<file path="src/counter_array_pkg.sv">
// package: register offsets, fields, resets and carriers for the counter array timebase block
package counter_array_pkg;

    // ==========================================
    // register offsets (byte addresses on the register port)
    localparam logic [7:0] ADDR_COUNT_LOW    = 8'h00;
    localparam logic [7:0] ADDR_COUNT_HIGH   = 8'h01;
    localparam logic [7:0] ADDR_MODE         = 8'h02;
    localparam logic [7:0] ADDR_FLAGS        = 8'h03;
    localparam logic [7:0] ADDR_MODULE_IEN   = 8'h04;
    localparam logic [7:0] ADDR_IRQ_CTRL     = 8'h05;
    localparam logic [7:0] ADDR_IRQ_STATUS   = 8'h06;
    localparam logic [7:0] ADDR_IRQ_MASK     = 8'h07;
    localparam logic [7:0] ADDR_MODULE_IOEN  = 8'h08;

    // ==========================================
    // mode register fields
    localparam int MODE_IEN_BIT    = 0;
    localparam int MODE_TB_LSB     = 1;
    localparam int MODE_TB_MSB     = 3;
    localparam int MODE_WDOG_BIT   = 6;
    localparam int MODE_IDLE_BIT   = 7;
    localparam logic [7:0] MODE_RESET = 8'h40; // watchdog function on after reset

    // flags register: bits 4:0 module flags, bit 7 overflow flag
    localparam int FLAG_OVF_BIT    = 7;
    localparam int NUM_MODULES     = 5;

    // irq control: bit0 global enable, bit1 array enable
    localparam int CTRL_GLOBAL_BIT = 0;
    localparam int CTRL_ARRAY_BIT  = 1;

    // sticky status: bit0 overflow, bit1 module event, bit2 cpu request high
    localparam int ST_OVF_BIT      = 0;
    localparam int ST_MOD_BIT      = 1;
    localparam int ST_REQ_BIT      = 2;

    // ==========================================
    // timebase codes and divider counts
    localparam logic [2:0] TB_DIV12   = 3'h0;
    localparam logic [2:0] TB_DIV4    = 3'h1;
    localparam logic [2:0] TB_TIMER0  = 3'h2;
    localparam logic [2:0] TB_EXTIN   = 3'h3;
    localparam logic [2:0] TB_SYSCLK  = 3'h4;
    localparam logic [2:0] TB_EXTOSC8 = 3'h5;
    localparam logic [3:0] DIV12_LAST = 4'hb;
    localparam logic [1:0] DIV4_LAST  = 2'h3;
    localparam logic [2:0] OSC8_LAST  = 3'h7;

    // register port carriers
    typedef struct packed {
        logic [7:0] addr;
        logic [7:0] wdata;
        logic       wr;
        logic       rd;
    } reg_req_s;

endpackage

</file>
<file path="src/counter_array_timebase.sv">
// counter array 16-bit timebase counter, snapshot read and interrupt combining
// ==========================================
// overview
// one system clock drives every flop in this block
// all slower rates are one-cycle tick enables, never derived clocks
// the timebase mux picks one tick source from the select field
// idle gating can suppress the tick while the cpu idles
// a qualified tick advances the 16-bit count by exactly one
// the count wrap from all ones to zero sets the overflow flag
// module event rising edges set the per-module flags
// flags combine with their enables into one array request
// the cpu request also needs the global and array enables
// a sticky status word with a mask drives a second level output
//
// ==========================================
// timebase sources
// code 0: divide-by-twelve counter, tick on its last state
// code 1: divide-by-four counter, tick on its last state
// code 2: timer0 overflow pulse, one tick per pulse
// code 3: external count input, synchronised, falling edge ticks
// code 4: every system clock cycle ticks
// code 5: external oscillator, synchronised, every eighth rising edge ticks
// codes 6 and 7: reserved, no ticks at all
//
// ==========================================
// limitations
// the external count input must stay under a quarter of the clock rate
// the oscillator input is sampled, so it must stay under half the clock rate
// both synchronised sources lag their pin by two clock cycles
// a count write in a tick cycle wins and that tick is lost
// the high byte snapshot is only refreshed by a low byte read
// a high byte read without a prior low read returns a stale snapshot
//
// ==========================================
// register port
// writes take effect at the strobe edge, no wait states
// read data stand for one cycle after the read strobe, zero otherwise
// reads change nothing except the snapshot on a low byte read
// unmapped addresses read as zero and ignore writes
//
// ==========================================
// interrupt paths
// cpu request is combinational from flags, enables and control bits
// sticky status bits are write-one-to-clear, a new event wins
// status bit 0 marks a wrap, bit 1 any module event
// status bit 2 marks a cycle with the cpu request high
// the interrupt output is high while any unmasked status bit is set
`timescale 1ns/1ns
module counter_array_timebase
    import counter_array_pkg::*;
(
    // clock and reset
    input  wire logic       clk_sys_in,
    input  wire logic       rst_in,
    // register port
    input  wire logic [7:0] reg_addr_in,
    input  wire logic [7:0] reg_wdata_in,
    input  wire logic       reg_wr_in,
    input  wire logic       reg_rd_in,
    output logic      [7:0] reg_rdata_out,
    // timebase sources
    input  wire logic       timer0_ovf_in,
    input  wire logic       ext_count_in,
    input  wire logic       ext_osc_in,
    input  wire logic       cpu_idle_in,
    // module events and io lines
    input  wire logic [4:0] module_event_in,
    input  wire logic [4:0] module_io_line_in,
    output logic      [4:0] pin_drive_out,
    output logic      [4:0] pin_route_out,
    // interrupt outputs
    output logic            cpu_irq_out,
    output logic            irq_out
);

    // ==========================================
    // state
    reg_req_s    req;
    logic [15:0] count_q;
    logic [7:0]  snap_q;
    logic [7:0]  mode_q;
    logic [4:0]  mod_flag_q;
    logic [4:0]  mod_ien_q;
    logic [4:0] mod_ioen_q;
    logic [1:0]  ctrl_q;
    logic [2:0]  status_q;
    logic [2:0]  mask_q;
    logic [3:0]  div12_q;
    logic [1:0]  div4_q;
    logic [1:0]  eci_sync_q;
    logic        eci_last_q;
    logic [2:0]  osc_div_q;
    logic [1:0]  osc_sync_q;
    logic        osc_last_q;
    logic        osc_rise;
    logic        flags_ovf_q;
    logic        tick;
    logic        run;
    logic        wrap;
    logic        ovf_flag;
    logic        array_req;
    logic [2:0]  tb_sel;
    logic        wr_mode;
    logic        wr_flags;
    logic        wr_count_lo;
    logic        wr_count_hi;
    logic [4:0]  mod_rise;
    logic [4:0]  mod_last_q;

    assign req.addr  = reg_addr_in;
    assign req.wdata = reg_wdata_in;
    assign req.wr    = reg_wr_in;
    assign req.rd    = reg_rd_in;

    assign tb_sel   = mode_q[MODE_TB_MSB:MODE_TB_LSB];
    assign ovf_flag = flags_ovf_q;

    // ==========================================
    // register map
    // 0x00 count low byte, writable only with the watchdog bit clear
    // 0x01 count high byte read returns the snapshot, same write lock
    // 0x02 mode: bit0 overflow irq enable, bits 3:1 timebase select
    // 0x02 mode: bit6 watchdog, cleared by writing zero, set by reset only
    // 0x02 mode: bit7 idle stop, bits 5:4 read as zero
    // 0x03 flags: bit7 overflow, bits 4:0 module events, set wins
    // 0x04 module flag interrupt enables, bits 4:0
    // 0x05 interrupt control: bit0 global, bit1 array enable
    // 0x06 sticky status, write one to clear
    // 0x07 status mask, same layout as status
    // 0x08 module io line enables, bits 4:0
    //
    // ==========================================
    // write decode
    assign wr_mode     = req.wr && (req.addr == ADDR_MODE);
    assign wr_flags    = req.wr && (req.addr == ADDR_FLAGS);
    assign wr_count_lo = req.wr && (req.addr == ADDR_COUNT_LOW) && !mode_q[MODE_WDOG_BIT];
    assign wr_count_hi = req.wr && (req.addr == ADDR_COUNT_HIGH) && !mode_q[MODE_WDOG_BIT];

    // ==========================================
    // fixed dividers for clk/12 and clk/4
    always_ff @(posedge clk_sys_in or posedge rst_in) begin
        if (rst_in) begin
            div12_q <= 4'h0;
            div4_q  <= 2'h0;
        end else begin
            div12_q <= (div12_q == DIV12_LAST) ? 4'h0 : div12_q + 4'h1;
            div4_q  <= div4_q + 2'h1;
        end
    end

    // external count input: two-stage sync then edge history
    always_ff @(posedge clk_sys_in or posedge rst_in) begin
        if (rst_in) begin
            eci_sync_q <= 2'b11;
            eci_last_q <= 1'b1;
        end else begin
            eci_sync_q <= {eci_sync_q[0], ext_count_in};
            eci_last_q <= eci_sync_q[1];
        end
    end

    // oscillator rising edge seen after the synchroniser
    assign osc_rise = osc_sync_q[1] & ~osc_last_q;

    // oscillator synchronised, then divided by eight in the clock domain
    always_ff @(posedge clk_sys_in or posedge rst_in) begin
        if (rst_in) begin
            osc_sync_q <= 2'b00;
            osc_last_q <= 1'b0;
            osc_div_q  <= 3'h0;
        end else begin
            osc_sync_q <= {osc_sync_q[0], ext_osc_in};
            osc_last_q <= osc_sync_q[1];
            if (osc_rise) begin
                osc_div_q <= (osc_div_q == OSC8_LAST) ? 3'h0 : osc_div_q + 3'h1;
            end
        end
    end

    // ==========================================
    // timebase selection
    always_comb begin
        case (tb_sel)
            TB_DIV12:   tick = (div12_q == DIV12_LAST);
            TB_DIV4:    tick = (div4_q == DIV4_LAST);
            TB_TIMER0:  tick = timer0_ovf_in;
            TB_EXTIN:   tick = eci_last_q & ~eci_sync_q[1];
            TB_SYSCLK:  tick = 1'b1;
            TB_EXTOSC8: tick = osc_rise && (osc_div_q == OSC8_LAST);
            default:    tick = 1'b0; // reserved codes never count
        endcase
    end

    assign run  = tick && !(cpu_idle_in && mode_q[MODE_IDLE_BIT]);
    assign wrap = run && (count_q == 16'hffff);

    // ==========================================
    // one 16-bit counter, two bytes
    // counter; reads never touch it
    always_ff @(posedge clk_sys_in or posedge rst_in) begin
        if (rst_in) begin
            count_q <= 16'h0000;
        end else if (wr_count_lo) begin
            count_q[7:0] <= req.wdata;
        end else if (wr_count_hi) begin
            count_q[15:8] <= req.wdata;
        end else if (run) begin
            count_q <= count_q + 16'h0001;
        end
    end

    // high byte snapshot on low read
    always_ff @(posedge clk_sys_in or posedge rst_in) begin
        if (rst_in) begin
            snap_q <= 8'h00;
        end else if (req.rd && req.addr == ADDR_COUNT_LOW) begin
            snap_q <= count_q[15:8];
        end
    end

    // ==========================================
    // mode register; watchdog bit clears only, sets only via reset
    always_ff @(posedge clk_sys_in or posedge rst_in) begin
        if (rst_in) begin
            mode_q <= MODE_RESET;
        end else if (wr_mode) begin
            mode_q <= {req.wdata[7], req.wdata[6] & mode_q[6], 2'b00,
                       req.wdata[3:0]};
        end
    end

    // event flags set regardless of enables
    assign mod_rise = module_event_in & ~mod_last_q;
    always_ff @(posedge clk_sys_in or posedge rst_in) begin
        if (rst_in) begin
            mod_last_q  <= 5'h00;
            mod_flag_q  <= 5'h00;
            flags_ovf_q <= 1'b0;
        end else begin
            mod_last_q <= module_event_in;
            // set beats software clear in the same cycle
            if (wr_flags) begin
                mod_flag_q <= req.wdata[4:0] | mod_rise;
            end else begin
                mod_flag_q <= mod_flag_q | mod_rise;
            end
            // wrap sets overflow; only software clears
            if (wrap) begin
                flags_ovf_q <= 1'b1;
            end else if (wr_flags) begin
                flags_ovf_q <= req.wdata[FLAG_OVF_BIT];
            end
        end
    end

    // enables and routing registers
    always_ff @(posedge clk_sys_in or posedge rst_in) begin
        if (rst_in) begin
            mod_ien_q  <= 5'h00;
            mod_ioen_q <= 5'h00;
            ctrl_q     <= 2'b00;
            mask_q     <= 3'b000;
        end else if (req.wr) begin
            if (req.addr == ADDR_MODULE_IEN)  mod_ien_q  <= req.wdata[4:0];
            if (req.addr == ADDR_MODULE_IOEN) mod_ioen_q <= req.wdata[4:0];
            if (req.addr == ADDR_IRQ_CTRL)    ctrl_q     <= req.wdata[1:0];
            if (req.addr == ADDR_IRQ_MASK)    mask_q     <= req.wdata[2:0];
        end
    end

    // ==========================================
    // interrupt combining
    // each flag gated by its own enable
    assign array_req = (ovf_flag & mode_q[MODE_IEN_BIT]) | (|(mod_flag_q & mod_ien_q));
    assign cpu_irq_out = array_req & ctrl_q[CTRL_GLOBAL_BIT] & ctrl_q[CTRL_ARRAY_BIT];

    // sticky status: write one to clear, set wins
    always_ff @(posedge clk_sys_in or posedge rst_in) begin
        if (rst_in) begin
            status_q <= 3'b000;
        end else begin
            status_q <= (status_q & ~((req.wr && req.addr == ADDR_IRQ_STATUS) ?
                         req.wdata[2:0] : 3'b000))
                        | {cpu_irq_out, |mod_rise, wrap};
        end
    end
    assign irq_out = |(status_q & mask_q);

    // io lines routed only when enabled
    always_ff @(posedge clk_sys_in or posedge rst_in) begin
        if (rst_in) begin
            pin_drive_out <= 5'h00;
            pin_route_out <= 5'h00;
        end else begin
            pin_drive_out <= module_io_line_in & mod_ioen_q;
            pin_route_out <= mod_ioen_q;
        end
    end

    // ==========================================
    // read data, one cycle after the strobe
    always_ff @(posedge clk_sys_in or posedge rst_in) begin
        if (rst_in) begin
            reg_rdata_out <= 8'h00;
        end else if (req.rd) begin
            case (req.addr)
                ADDR_COUNT_LOW:   reg_rdata_out <= count_q[7:0];
                ADDR_COUNT_HIGH:  reg_rdata_out <= snap_q;
                ADDR_MODE:        reg_rdata_out <= mode_q;
                ADDR_FLAGS:       reg_rdata_out <= {flags_ovf_q, 2'b00, mod_flag_q};
                ADDR_MODULE_IEN:  reg_rdata_out <= {3'b000, mod_ien_q};
                ADDR_IRQ_CTRL:    reg_rdata_out <= {6'h00, ctrl_q};
                ADDR_IRQ_STATUS:  reg_rdata_out <= {5'h00, status_q};
                ADDR_IRQ_MASK:    reg_rdata_out <= {5'h00, mask_q};
                ADDR_MODULE_IOEN: reg_rdata_out <= {3'b000, mod_ioen_q};
                default:          reg_rdata_out <= 8'h00;
            endcase
        end else begin
            reg_rdata_out <= 8'h00;
        end
    end

endmodule

</file>
<file path="config.mk">
export PLATFORM = sky130hd
export DESIGN_NAME = counter_array_timebase
export DESIGN_NICKNAME = d
export VERILOG_FILES = /design/src/counter_array_pkg.sv /design/src/counter_array_timebase.sv
export SDC_FILE = /design/constraint.sdc
export NUM_CORES = 1
export LEC_CHECK = 0
export ABC_AREA = 1
export BUFFER_PORTS_ARGS = -buffer_cell sky130_fd_sc_hd__buf_2
export CORE_MARGIN = 8
export CORE_UTILIZATION = 30
export DETAILED_ROUTE_END_ITERATION = 7
export HOLD_SLACK_MARGIN = 0.08
export SLEW_MARGIN = 15
export SYNTH_ARGS = -nofsm -noshare
export SYNTH_HDL_FRONTEND = slang
export SYNTH_SLANG_ARGS = --single-unit
</file>
<file path="constraint.sdc">
create_clock -name clk_sys_in -period 2.9 [get_ports clk_sys_in]
set_input_delay 0.58 -clock clk_sys_in [delete_from_list [all_inputs] [get_ports clk_sys_in]]
set_output_delay 0.58 -clock clk_sys_in [all_outputs]
set_load 0.03 [all_outputs]
</file>
**Yosys cells after proc, flatten, opt, wreduce, memory -nomap -nowiden**

Index checks and enable logic that the tools add are counted.

- Divide/modulo/power cells: 0
- Mux-type cells: 13
- Reduce and logical (&&, ||, !) cells: 28
- Shift-type cells: 0
- Eq/ne operators: 18
- $lt $le $gt $ge: 0
- $add $sub $neg: 4
- $mul: 0
- Bitwise gates (word level): 20

Operators with widths:

| cell | count |
|---|---|
| one-hot mux 8 bit (9 select lines) | 1 |
| == test 8 x 3 -> 1 bit, second input constant | 4 |
| two-way mux 8 bit | 4 |
| adder 16 x 1 -> 16 bit, second input constant | 1 |
| == test 16 bit, second input constant | 1 |
| == test 8 x 2 -> 1 bit, second input constant | 2 |
| two-way mux 16 bit | 1 |
| AND 5 bit | 3 |
| logical AND 1 bit | 12 |
| AND reduction 2 bit | 6 |
| OR 5 bit | 2 |
| OR reduction 5 bit | 2 |
| == test 3 bit, second input constant | 3 |
| == test 8 x 1 -> 1 bit, second input constant | 1 |
| == test 8 x 4 -> 1 bit, second input constant | 1 |
| logical NOT 8 bit | 1 |
| AND 1 bit | 6 |
| AND 3 bit | 2 |
| == test 3 x 2 -> 1 bit, second input constant | 2 |
| two-way mux 3 bit | 2 |
| one-hot mux 1 bit (6 select lines) | 1 |
| nonzero test 2 bit | 3 |
| two-way mux 5 bit | 1 |
| NOT 5 bit | 1 |
| 16 further kinds | 20 |

- Output and inout bits: 20
- Memories kept: 0
- Input bits: 34
- Bits in latches: 0
- Flip-flop bits (word level): 92
- Memory bits (writable): 0
- ROM bits: 0
- Logic and storage cells: 105

**Longest topological paths before layout**

Gate-level depths: netlist (run 1).

- Depth after elaboration: 8
- Gate-level depth with buffers: 11
- Depth with buffers taken out: 11

**Worst setup path before layout (run 1)**

No wires, ideal clock.

- Path kind: input port to flip-flop
- From: input port reg_addr_in[5]
- To: register count_q[1]
- Arrival: 1.502 ns
- Setup slack: 1.280 ns
- Path buffers: 1
- Setup time: 0.118 ns
- Cell stages on the path: 9
- Path through: nor2_1 nand3_2 nor2_8 nand2_4 buf_6 nand2_1 o21ai_2 nand3_1 nand2_1

- Cells in the longest elaborated chain, start to end: 5
- Elaborated cells on any way between the ends: 10

RTL lines:

| item | RTL line | source |
|---|---|---|
| from (decl) | counter_array_timebase.sv:56 | `input wire logic [7:0] reg_addr_in,` |
| == test 8 x 1 -> 1 bit / logical NOT 8 bit (equally long branches) | counter_array_timebase.sv:137, counter_array_timebase.sv:136 |  |
| logical AND 1 bit (on tied branches) (2 in a row) | counter_array_timebase.sv:137, counter_array_timebase.sv:136 |  |
| inequality test 2 bit (no line) / nonzero test 2 bit (equally long branches) | n/a |  |
| AND reduction 2 bit (no line) | n/a |  |
| to (signal assigned) | counter_array_timebase.sv:204 | `count_q[7:0] <= req.wdata;` |
| to (signal assigned) | counter_array_timebase.sv:208 | `count_q <= count_q + 16'h0001;` |
| to (decl) | counter_array_timebase.sv:79 | `logic [15:0] count_q;` |

Parallel ways exist; a longest one is shown, timed or not.
A chain may end at the register's enable or synchronous reset.

**Final worst setup path (run 1)**

- From: register mod_flag_q[3]
- To: output port cpu_irq_out

- Cells in the longest elaborated chain, start to end: 5

RTL lines:

| item | RTL line | source |
|---|---|---|
| from (decl) | counter_array_timebase.sv:82 | `logic [4:0] mod_flag_q;` |
| from (signal assigned) | counter_array_timebase.sv:243 | `mod_flag_q <= req.wdata[4:0] \| mod_rise;` |
| from (signal assigned) | counter_array_timebase.sv:245 | `mod_flag_q <= mod_flag_q \| mod_rise;` |
| AND 5 bit | counter_array_timebase.sv:274 | `assign array_req = (ovf_flag & mode_q[MODE_IEN_BIT]) \| (\|(mod_flag_q & mod_ien_q));` |
| OR reduction 5 bit | counter_array_timebase.sv:274 |  |
| OR 1 bit | counter_array_timebase.sv:274 |  |
| AND 1 bit (2 in a row) | counter_array_timebase.sv:275 | `assign cpu_irq_out = array_req & ctrl_q[CTRL_GLOBAL_BIT] & ctrl_q[CTRL_ARRAY_BIT];` |
| to (decl) | counter_array_timebase.sv:72 | `output logic cpu_irq_out,` |

No other way between the ends.

==> impl_metrics.prom, run 1 <==
# TYPE chip_impl_metric gauge
chip_impl_info{name="run_status",value="finished clean"} 1
chip_impl_metric{name="cts-htree-levels",unit=""} 3
chip_impl_metric{name="detail-route-antenna-nets",unit=""} 0
chip_impl_metric{name="num_io_pins",unit=""} 54
chip_impl_info{name="clock_tree_from_tritoncts",value="built"} 1
chip_impl_metric{name="critPathMaxStageDelay",unit="ns"} 0.42
chip_impl_info{name="clk_root_buffer_cell",value="sky130_fd_sc_hd__clkbuf_16"} 1
chip_impl_metric{name="core.rowCount",unit=""} 45
chip_impl_metric{name="synth.avg_cell_area",unit="um^2"} 8.02
chip_impl_metric{name="clockPowerShare",unit="%"} 39.8
chip_impl_metric{name="area_growth_syn_to_layout",unit="%"} 17.1
chip_impl_info{name="worstSetupEndpointType",value="output port"} 1
chip_impl_metric{name="clock_insertion_delay_worst_skew",unit="ns"} 0.35
chip_impl_info{name="crit_chain",value="nand2_1 -> nand4_1 -> a21oi_1 -> nand2_1 -> nand3_1 -> inv_1 -> buf_2"} 1
chip_impl_metric{name="post-route-min-period",unit="ns"} 2.06
chip_impl_metric{name="async_flop_share",unit="%"} 100
chip_impl_info{name="crit_path_frequent_cell",value="sky130_fd_sc_hd__nand2_1"} 1
chip_impl_metric{name="vias_in_the_first_global_route",unit=""} 3894
chip_impl_metric{name="initial_core_util",unit="%"} 30.6
chip_impl_metric{name="grtUsageTotal",unit="%"} 13.0
chip_impl_metric{name="ys_types",unit=""} 35
chip_impl_metric{name="gp_routability_congestion",unit=""} 0.928
chip_impl_metric{name="pwrdens",unit="mW/mm^2"} 602
chip_impl_metric{name="grt_overflow",unit=""} 0
chip_impl_metric{name="die-height",unit="um"} 140
chip_impl_metric{name="core-area",unit="mm^2"} 0.0151
chip_impl_metric{name="power.sequential.fraction",unit="%"} 45.8
chip_impl_metric{name="worstPathRequired",unit="ns"} 2.32
chip_impl_metric{name="crit_fanout",unit=""} 3
chip_impl_metric{name="syn_nets",unit=""} 618
chip_impl_metric{name="cts-root-to-sink-buffers",unit=""} 2
chip_impl_metric{name="hold_viol",unit=""} 0
chip_impl_metric{name="cts_made_buffers",unit=""} 9
chip_impl_metric{name="drive_above_1_share",unit="%"} 17.1
chip_impl_metric{name="p_comb_share",unit="%"} 14.5
chip_impl_metric{name="achievable-frequency",unit="GHz"} 0.486
chip_impl_info{name="final_cell_mix",value="198 x sky130_fd_sc_hd__nand2_1, 88 x sky130_fd_sc_hd__dfrtp_1, 62 x sky130_fd_sc_hd__inv_1, 54 x sky130_fd_sc_hd__nand3_1, 53 x sky130_fd_sc_hd__buf_2"} 1
chip_impl_metric{name="power_switching_share",unit="%"} 29.0
chip_impl_metric{name="routed-via-count",unit=""} 3983
chip_impl_metric{name="synth-edff-count",unit=""} 0
chip_impl_info{name="dominantRegCellSynth",value="sky130_fd_sc_hd__dfrtp_1"} 1
chip_impl_metric{name="grt_first_pass_wirelength",unit="um"} 20200
chip_impl_metric{name="synth.yosys.warnings",unit=""} 0
chip_impl_info{name="critPathSlowestCell",value="sky130_fd_sc_hd__dfrtp_1"} 1
chip_impl_info{name="rsz_0062_raised_after_global_routing",value="no"} 1
chip_impl_metric{name="yosys_register_bits",unit=""} 92
chip_impl_metric{name="port-buffer-count",unit=""} 53
chip_impl_metric{name="postSynthCellCount",unit=""} 579
chip_impl_metric{name="total_switching_power",unit="uW"} 949
chip_impl_metric{name="dieArea",unit="mm^2"} 0.0197
chip_impl_metric{name="drtIter0Drc",unit=""} 329
chip_impl_metric{name="timing.slew.headroom",unit="%"} 64.6
chip_impl_metric{name="cts_resized",unit=""} 0
chip_impl_metric{name="first_pass_iters",unit=""} 5
chip_impl_metric{name="worstMarginPinSlew",unit="ns"} 0.529
chip_impl_metric{name="insertedDiodeCount",unit=""} 0
chip_impl_metric{name="final-max-slew-violation-count",unit=""} 0
chip_impl_metric{name="cp_data_arrival_time",unit="ns"} 1.48
chip_impl_metric{name="final.setup_skew",unit="ns"} 0.0104
chip_impl_metric{name="die_width",unit="um"} 140
chip_impl_info{name="critPathKind",value="flip-flop to output port"} 1
chip_impl_info{name="hp-class",value="primary input to async pin"} 1
chip_impl_metric{name="fin_tns_setup",unit="ns"} 0
chip_impl_metric{name="detailed_route_wire_length_per_cell",unit="um"} 14.9
chip_impl_metric{name="final-setup-viol-count",unit=""} 0
chip_impl_metric{name="synth.yosys.seq_area_share",unit="%"} 49.7
chip_impl_metric{name="grt_antenna_before_repair",unit=""} 0
chip_impl_metric{name="fin_crit_sh",unit="%"} 71.0
chip_impl_metric{name="totalWireLength",unit="um"} 12300
chip_impl_info{name="timing.rr.start",value="osc_div_q[0]$_DFFE_PP0P_"} 1
chip_impl_metric{name="clock_sink_count",unit=""} 92
chip_impl_metric{name="cts_setup_buffers",unit=""} 0
chip_impl_metric{name="p_int",unit="mW"} 2.32
chip_impl_metric{name="dp.final_hpwl",unit="um"} 9100
chip_impl_metric{name="irDropWorstVdd",unit="mV"} 0.272
chip_impl_metric{name="drcViolationCount",unit=""} 0
chip_impl_info{name="worst_setup_path_start_kind",value="flip-flop"} 1
chip_impl_info{name="final_common_cell",value="sky130_fd_sc_hd__nand2_1"} 1
chip_impl_metric{name="clk_transition_reported_paths",unit="ns"} 0.07
chip_impl_metric{name="worst-r2r-setup-slack",unit="ns"} 1.10
chip_impl_metric{name="viasPerCell",unit=""} 4.79
chip_impl_metric{name="holdBufCountCts",unit=""} 0
chip_impl_metric{name="cap_viol_max_count",unit=""} 0
chip_impl_info{name="crit_start",value="mod_flag_q[3]$_DFF_PP0_"} 1
chip_impl_metric{name="power.static_leakage",unit="nW"} 2.81
chip_impl_metric{name="fin_nets",unit=""} 677
chip_impl_metric{name="grt_max_degree",unit=""} 93
chip_impl_metric{name="final.hold.worst_slack",unit="ns"} 0.320
chip_impl_metric{name="mappedNetlistArea",unit="mm^2"} 0.00464
-- power by group through the flow --
| stage | combinational (mW) | clock [mW] | sequential [mW] |
|---|---|---|---|
| after global routing | 0.551 | 1.39 | 1.51 |
| after floorplan | 0.339 | 0 | 1.49 |
| final | 0.473 | 1.30 | 1.50 |
| after global placement | 0.465 | 0 | 1.52 |
| after detailed placement | 0.472 | 0 | 1.52 |
| after CTS | 0.478 | 1.34 | 1.49 |
-- per-stage QoR --
step | total power [mW] | cell area, um^2 | std cells | util (%) | worst slack, ns
global route | 3.45 | 5430 | 831 | 35.9 | 0.772
detailed placement | 1.99 | 5110 | 815 | 33.7 | 0.830
global placement | 1.98 | 5110 | 815 | 33.7 | 0.864
floorplan | 1.83 | 4650 | 579 | - | 1.25
CTS | 3.31 | 5430 | 831 | 35.9 | 0.822
finish | 3.27 | 5430 | 831 | 35.9 | 0.842
-- synth_stat cells (2+ instances only) --
master                     count  area share, %
sky130_fd_sc_hd__buf_6         4           0.97
sky130_fd_sc_hd__dfrtp_1      88             47
sky130_fd_sc_hd__o211ai_2      5            1.3
sky130_fd_sc_hd__inv_2         4           0.32
sky130_fd_sc_hd__ha_1          5            1.3
sky130_fd_sc_hd__o21ai_1      11            1.2
sky130_fd_sc_hd__nor2_2        3           0.40
sky130_fd_sc_hd__nand2_4       2           0.49
sky130_fd_sc_hd__nand3_1      54            5.8
sky130_fd_sc_hd__nand2_2       5           0.67
sky130_fd_sc_hd__nor2_1       42            3.4
sky130_fd_sc_hd__nand3_4       3            1.1
sky130_fd_sc_hd__nand2_1     198             16
sky130_fd_sc_hd__inv_1        63            5.1
sky130_fd_sc_hd__xnor2_1       2           0.38
sky130_fd_sc_hd__a21oi_1       9           0.97
sky130_fd_sc_hd__nand3_2       2           0.43
sky130_fd_sc_hd__nand4_1      10            1.3
sky130_fd_sc_hd__o21ai_2       2           0.38
sky130_fd_sc_hd__xor2_1        3           0.57
sky130_fd_sc_hd__nor3_1        2           0.22
sky130_fd_sc_hd__o21ai_0      42            4.5
sky130_fd_sc_hd__nor2_4        3           0.73
sky130_fd_sc_hd__buf_4         3           0.49
sky130_fd_sc_hd__dfstp_2       4            2.3
-- metal layers --
metal / global-route usage, % / routed length (um) / vias up
li1: - / - / 1980
met4: 4.40 / 215 / 0
met3: 4.11 / 786 / 17
met2: 20.2 / 5570 / 119
met1: 16.6 / 5770 / 1867
met5: 0 / 0 / -
-- flip-flops by register name, summed over array words and instances, names as in the netlist, 4 cells and up --
name / count
pin_drive_out: 5
mode_q: 6
reg_rdata_out: 8
pin_route_out: 5
count_q: 16
mod_ien_q: 5
snap_q: 8
mod_ioen_q: 5
mod_last_q: 5
mod_flag_q: 5
div12_q: 4
-- cells by family after synthesis --
family,synth area share (%)
flip-flops,49.7
buffers and inverters,6.98
XOR/XNOR,0.944
AO/OA/AOI/OAI,9.22
AND/OR/NAND/NOR,31.8
adder cells (fa/ha/maj),1.35
-- final cells by class --
| cell class | instances | area [um^2] |
|---|---|---|
| Fill cell | 1594 | 9710 |
| Sequential cell | 92 | 2310 |
| Multi-Input combinational cell | 412 | 2010 |
| Timing Repair Buffer | 55 | 293 |
| Inverter | 68 | 260 |
| Tap cell | 188 | 235 |
| Clock buffer | 9 | 225 |
| Clock inverter | 7 | 103 |
-- worst paths after layout --
| kind | depth (start not counted) | end |
|---|---|---|
| setup / recovery | 7 | cpu_irq_out |
| hold / removal | 3 | pin_route_out[2]$_DFF_PP0_ |
| setup reg to reg | 10 | count_q[10]$_DFFE_PP0P_ |
| hold reg to reg | 0 | eci_sync_q[1]$_DFF_PP1_ |
| max in group asynchronous | 3 | mode_q[6]$_DFFE_PP1P_ |
| min in group clk_sys_in | 1 | eci_sync_q[0]$_DFF_PP1_ |
-- critical path, delay by kind of cell, from the launching register on --
kind	cells	cell delay, ns
flops	1	0.42
simple gates	4	0.36
buf+inv	2	0.22
compound gates	1	0.12
Note: power is estimated with default switching activity, not from simulation.
==> inputs of run 2 (changes only) <==
Clock period 2.9 ns to 1.7 ns, I/O delays scaled along.
==> run 2 against run 1 <==
Wire length hardly changed. Worst hold slack worse by 0.22 ns. Sequential cell count did not move. Non-clock buffer count increased by 32. Global-route usage rose by 0.15 points. Power up 76%. Critical path depth unchanged. Critical path type unchanged.
==> impl_metrics.prom, run 2 (same netlist as run 1, synthesis figures left out) <==
# TYPE chip_impl_metric gauge
chip_impl_info{name="run_status",value="finished clean"} 1
chip_impl_metric{name="worstPathRequired",unit="ns"} 1.36
chip_impl_metric{name="timing.slew.headroom",unit="%"} 67.0
chip_impl_info{name="final_cell_mix",value="194 x sky130_fd_sc_hd__nand2_1, 87 x sky130_fd_sc_hd__dfrtp_1, 61 x sky130_fd_sc_hd__inv_1, 52 x sky130_fd_sc_hd__nand3_1, 52 x sky130_fd_sc_hd__buf_2"} 1
chip_impl_metric{name="die-height",unit="um"} 140
chip_impl_metric{name="timing.reg2reg.worst_path_depth",unit=""} 7
chip_impl_metric{name="clock_insertion_delay_worst_skew",unit="ns"} 0.35
chip_impl_metric{name="totalWireLength",unit="um"} 12300
chip_impl_metric{name="routed-via-count",unit=""} 4033
chip_impl_metric{name="die_width",unit="um"} 140
chip_impl_metric{name="timing.final.ws_setup",unit="ns"} 0.00266
chip_impl_metric{name="detail-route-antenna-nets",unit=""} 0
chip_impl_metric{name="area_growth_syn_to_layout",unit="%"} 24.4
chip_impl_metric{name="pwrdens",unit="mW/mm^2"} 995
chip_impl_info{name="min_from",value="ext_osc_in"} 1
chip_impl_info{name="final_common_cell",value="sky130_fd_sc_hd__nand2_1"} 1
chip_impl_info{name="critPathSlowestCell",value="sky130_fd_sc_hd__dfrtp_1"} 1
chip_impl_metric{name="num_io_pins",unit=""} 54
chip_impl_info{name="clk_root_buffer_cell",value="sky130_fd_sc_hd__clkbuf_16"} 1
chip_impl_metric{name="final-setup-viol-count",unit=""} 0
chip_impl_metric{name="final-max-slew-violation-count",unit=""} 0
chip_impl_metric{name="grt_overflow",unit=""} 0
chip_impl_metric{name="post-layout-total-power",unit="mW"} 5.74
chip_impl_info{name="registers.top_by_ff_count",value="count_q"} 1
chip_impl_metric{name="critPathMaxStageDelay",unit="ns"} 0.39
chip_impl_metric{name="detailed_route_wire_length_per_cell",unit="um"} 14.3
chip_impl_metric{name="drtIter0Drc",unit=""} 428
chip_impl_metric{name="fill_cells",unit=""} 1529
chip_impl_info{name="hp-class",value="primary input to flip-flop"} 1
chip_impl_metric{name="final.hold.worst_slack",unit="ns"} 0.102
chip_impl_metric{name="dp_cells",unit=""} 836
chip_impl_metric{name="largest_register_ff_count",unit=""} 16
chip_impl_info{name="critPathKind",value="flip-flop to output port"} 1
chip_impl_metric{name="power.static_leakage",unit="nW"} 2.99
chip_impl_metric{name="grt_antenna_before_repair",unit=""} 0
chip_impl_metric{name="clk_transition_reported_paths",unit="ns"} 0.06
chip_impl_metric{name="gp_routability_congestion",unit=""} 0.874
chip_impl_metric{name="post-route-min-period",unit="ns"} 1.70
chip_impl_info{name="crit_chain",value="nand2_1 -> nand4_1 -> a21oi_2 -> nand2_2 -> nand3_2 -> inv_2 -> buf_6"} 1
chip_impl_info{name="worst_setup_path_start_kind",value="flip-flop"} 1
chip_impl_metric{name="grtUsageTotal",unit="%"} 13.1
chip_impl_metric{name="final_core_density",unit="%"} 38.1
chip_impl_metric{name="crit_fanout",unit=""} 2
chip_impl_info{name="worstSetupEndpointType",value="output port"} 1
chip_impl_metric{name="dieArea",unit="mm^2"} 0.0197
chip_impl_info{name="timing.rr.start",value="count_q[1]$_DFFE_PP0P_"} 1
chip_impl_metric{name="first_pass_iters",unit=""} 5
chip_impl_metric{name="fin_crit_sh",unit="%"} 99.8
chip_impl_info{name="rsz_0062_raised_after_global_routing",value="yes"} 1
chip_impl_metric{name="cts-root-to-sink-buffers",unit=""} 2
chip_impl_metric{name="dp.final_hpwl",unit="um"} 9230
chip_impl_info{name="reg.largest.list",value="count_q (16), reg_rdata_out (8), snap_q (8)"} 1
chip_impl_metric{name="grt_max_degree",unit=""} 49
chip_impl_metric{name="viasPerCell",unit=""} 4.67
chip_impl_metric{name="cts_made_buffers",unit=""} 9
chip_impl_info{name="clock_tree_from_tritoncts",value="built"} 1
chip_impl_metric{name="drcViolationCount",unit=""} 0
chip_impl_metric{name="grt_first_pass_wirelength",unit="um"} 20500
chip_impl_metric{name="insertedDiodeCount",unit=""} 0
chip_impl_metric{name="achievable-frequency",unit="GHz"} 0.589
chip_impl_metric{name="initial_core_util",unit="%"} 30.6
chip_impl_metric{name="clock_sink_count",unit=""} 92
chip_impl_metric{name="cp_data_arrival_time",unit="ns"} 1.36
chip_impl_metric{name="fin_nets",unit=""} 709
chip_impl_metric{name="whs_path_depth",unit=""} 1
chip_impl_metric{name="instances_no_fill",unit=""} 863
chip_impl_metric{name="final.setup_skew",unit="ns"} 0.00877
chip_impl_metric{name="hold_viol",unit=""} 0
chip_impl_metric{name="cts-htree-levels",unit=""} 3
chip_impl_metric{name="core-area",unit="mm^2"} 0.0151
chip_impl_metric{name="drive_above_1_share",unit="%"} 22.4
chip_impl_metric{name="core.rowCount",unit=""} 45
chip_impl_metric{name="irDropWorstVdd",unit="mV"} 0.841
chip_impl_metric{name="vias_in_the_first_global_route",unit=""} 3947
chip_impl_metric{name="cap_viol_max_count",unit=""} 0
chip_impl_metric{name="port-buffer-count",unit=""} 53
chip_impl_info{name="crit_start",value="mod_flag_q[3]$_DFF_PP0_"} 1
chip_impl_metric{name="post-place-ws",unit="ns"} 0.0120
chip_impl_metric{name="worstMarginPinSlew",unit="ns"} 0.494
## run 2: cell count changes in the layout (fill, tap and decap cells not counted), sizes merged
cell         delta
clkinv          +2
dlygate4sd3     +2
inv             -2
clkinvlp        -1
bufinv          +1
buf            +30
## run 2: critical path: cells and delay by family, from the launching register on
kind | cells | cell delay (ns)
AND/OR/NAND/NOR | 4 | 0.33
buffers and inverters | 2 | 0.16
flip-flops | 1 | 0.39
AO/OA/AOI/OAI | 1 | 0.14
## run 2: repair_timing
item / 4_1_cts / 5_1_grt
pin swaps: 4 / 5
cloned: 0 / 0
setup buffers: 8 / 1
hold buffers: 2 / 0
setup endpoints to repair: 9 / 12
endpoints found under the hold margin: 2 / 0
resized for setup: 5 / 10
## run 2: final timing paths
path / to / slack [ns]
max in group asynchronous: mode_q[6]$_DFFE_PP1P_ / 0.78
worst max-delay path: cpu_irq_out / 0.003
worst min register to register: osc_sync_q[1]$_DFF_PP0_ / 0.35
worst min-delay path: osc_sync_q[0]$_DFF_PP0_ / 0.10
worst max register to register: flags_ovf_q$_DFFE_PP0P_ / 0.12
min in group asynchronous: pin_drive_out[3]$_DFF_PP0_ / 0.61
## run 2: cell type report
| class | instances | area, um^2 | area share (%) |
|---|---|---|---|
| Clock buffer | 9 | 225 | 3.90 |
| Clock inverter | 7 | 121 | 2.10 |
| Inverter | 68 | 260 | 4.51 |
| Multi-Input combinational cell | 412 | 2050 | 35.6 |
| Sequential cell | 92 | 2310 | 40.0 |
| Tap cell | 188 | 235 | 4.07 |
| Timing Repair Buffer | 87 | 569 | 9.86 |
## run 2: layer usage
layer / part of all wire (%) / GRT usage, % / vias up / wire length, um
li1: - / - / 2044 / -
met1: 49 / 17.9 / 1866 / 5990
met4: 1.6 / 3.83 / 0 / 198
met2: 44 / 19.7 / 103 / 5380
met3: 6.3 / 3.74 / 20 / 771
met5: 0 / 0 / - / 0
## run 2: report_power, final
group,switching (mW),leakage (nW),internal [mW],total (mW)
clock network,0.875,0.170,1.45,2.32
logic,0.530,1.64,0.346,0.876
registers,0.185,1.18,2.36,2.54
total,1.59,2.99,4.15,5.74
## run 2: per-stage QoR
| stage | cell area [um^2] | setup TNS, ns |
|---|---|---|
| floorplan | 4650 | 0 |
| global placement | 5290 | 0 |
| detailed placement | 5290 | 0 |
| CTS | 5730 | -0.0248 |
| global route | 5770 | -0.0715 |
| finish | 5770 | 0 |
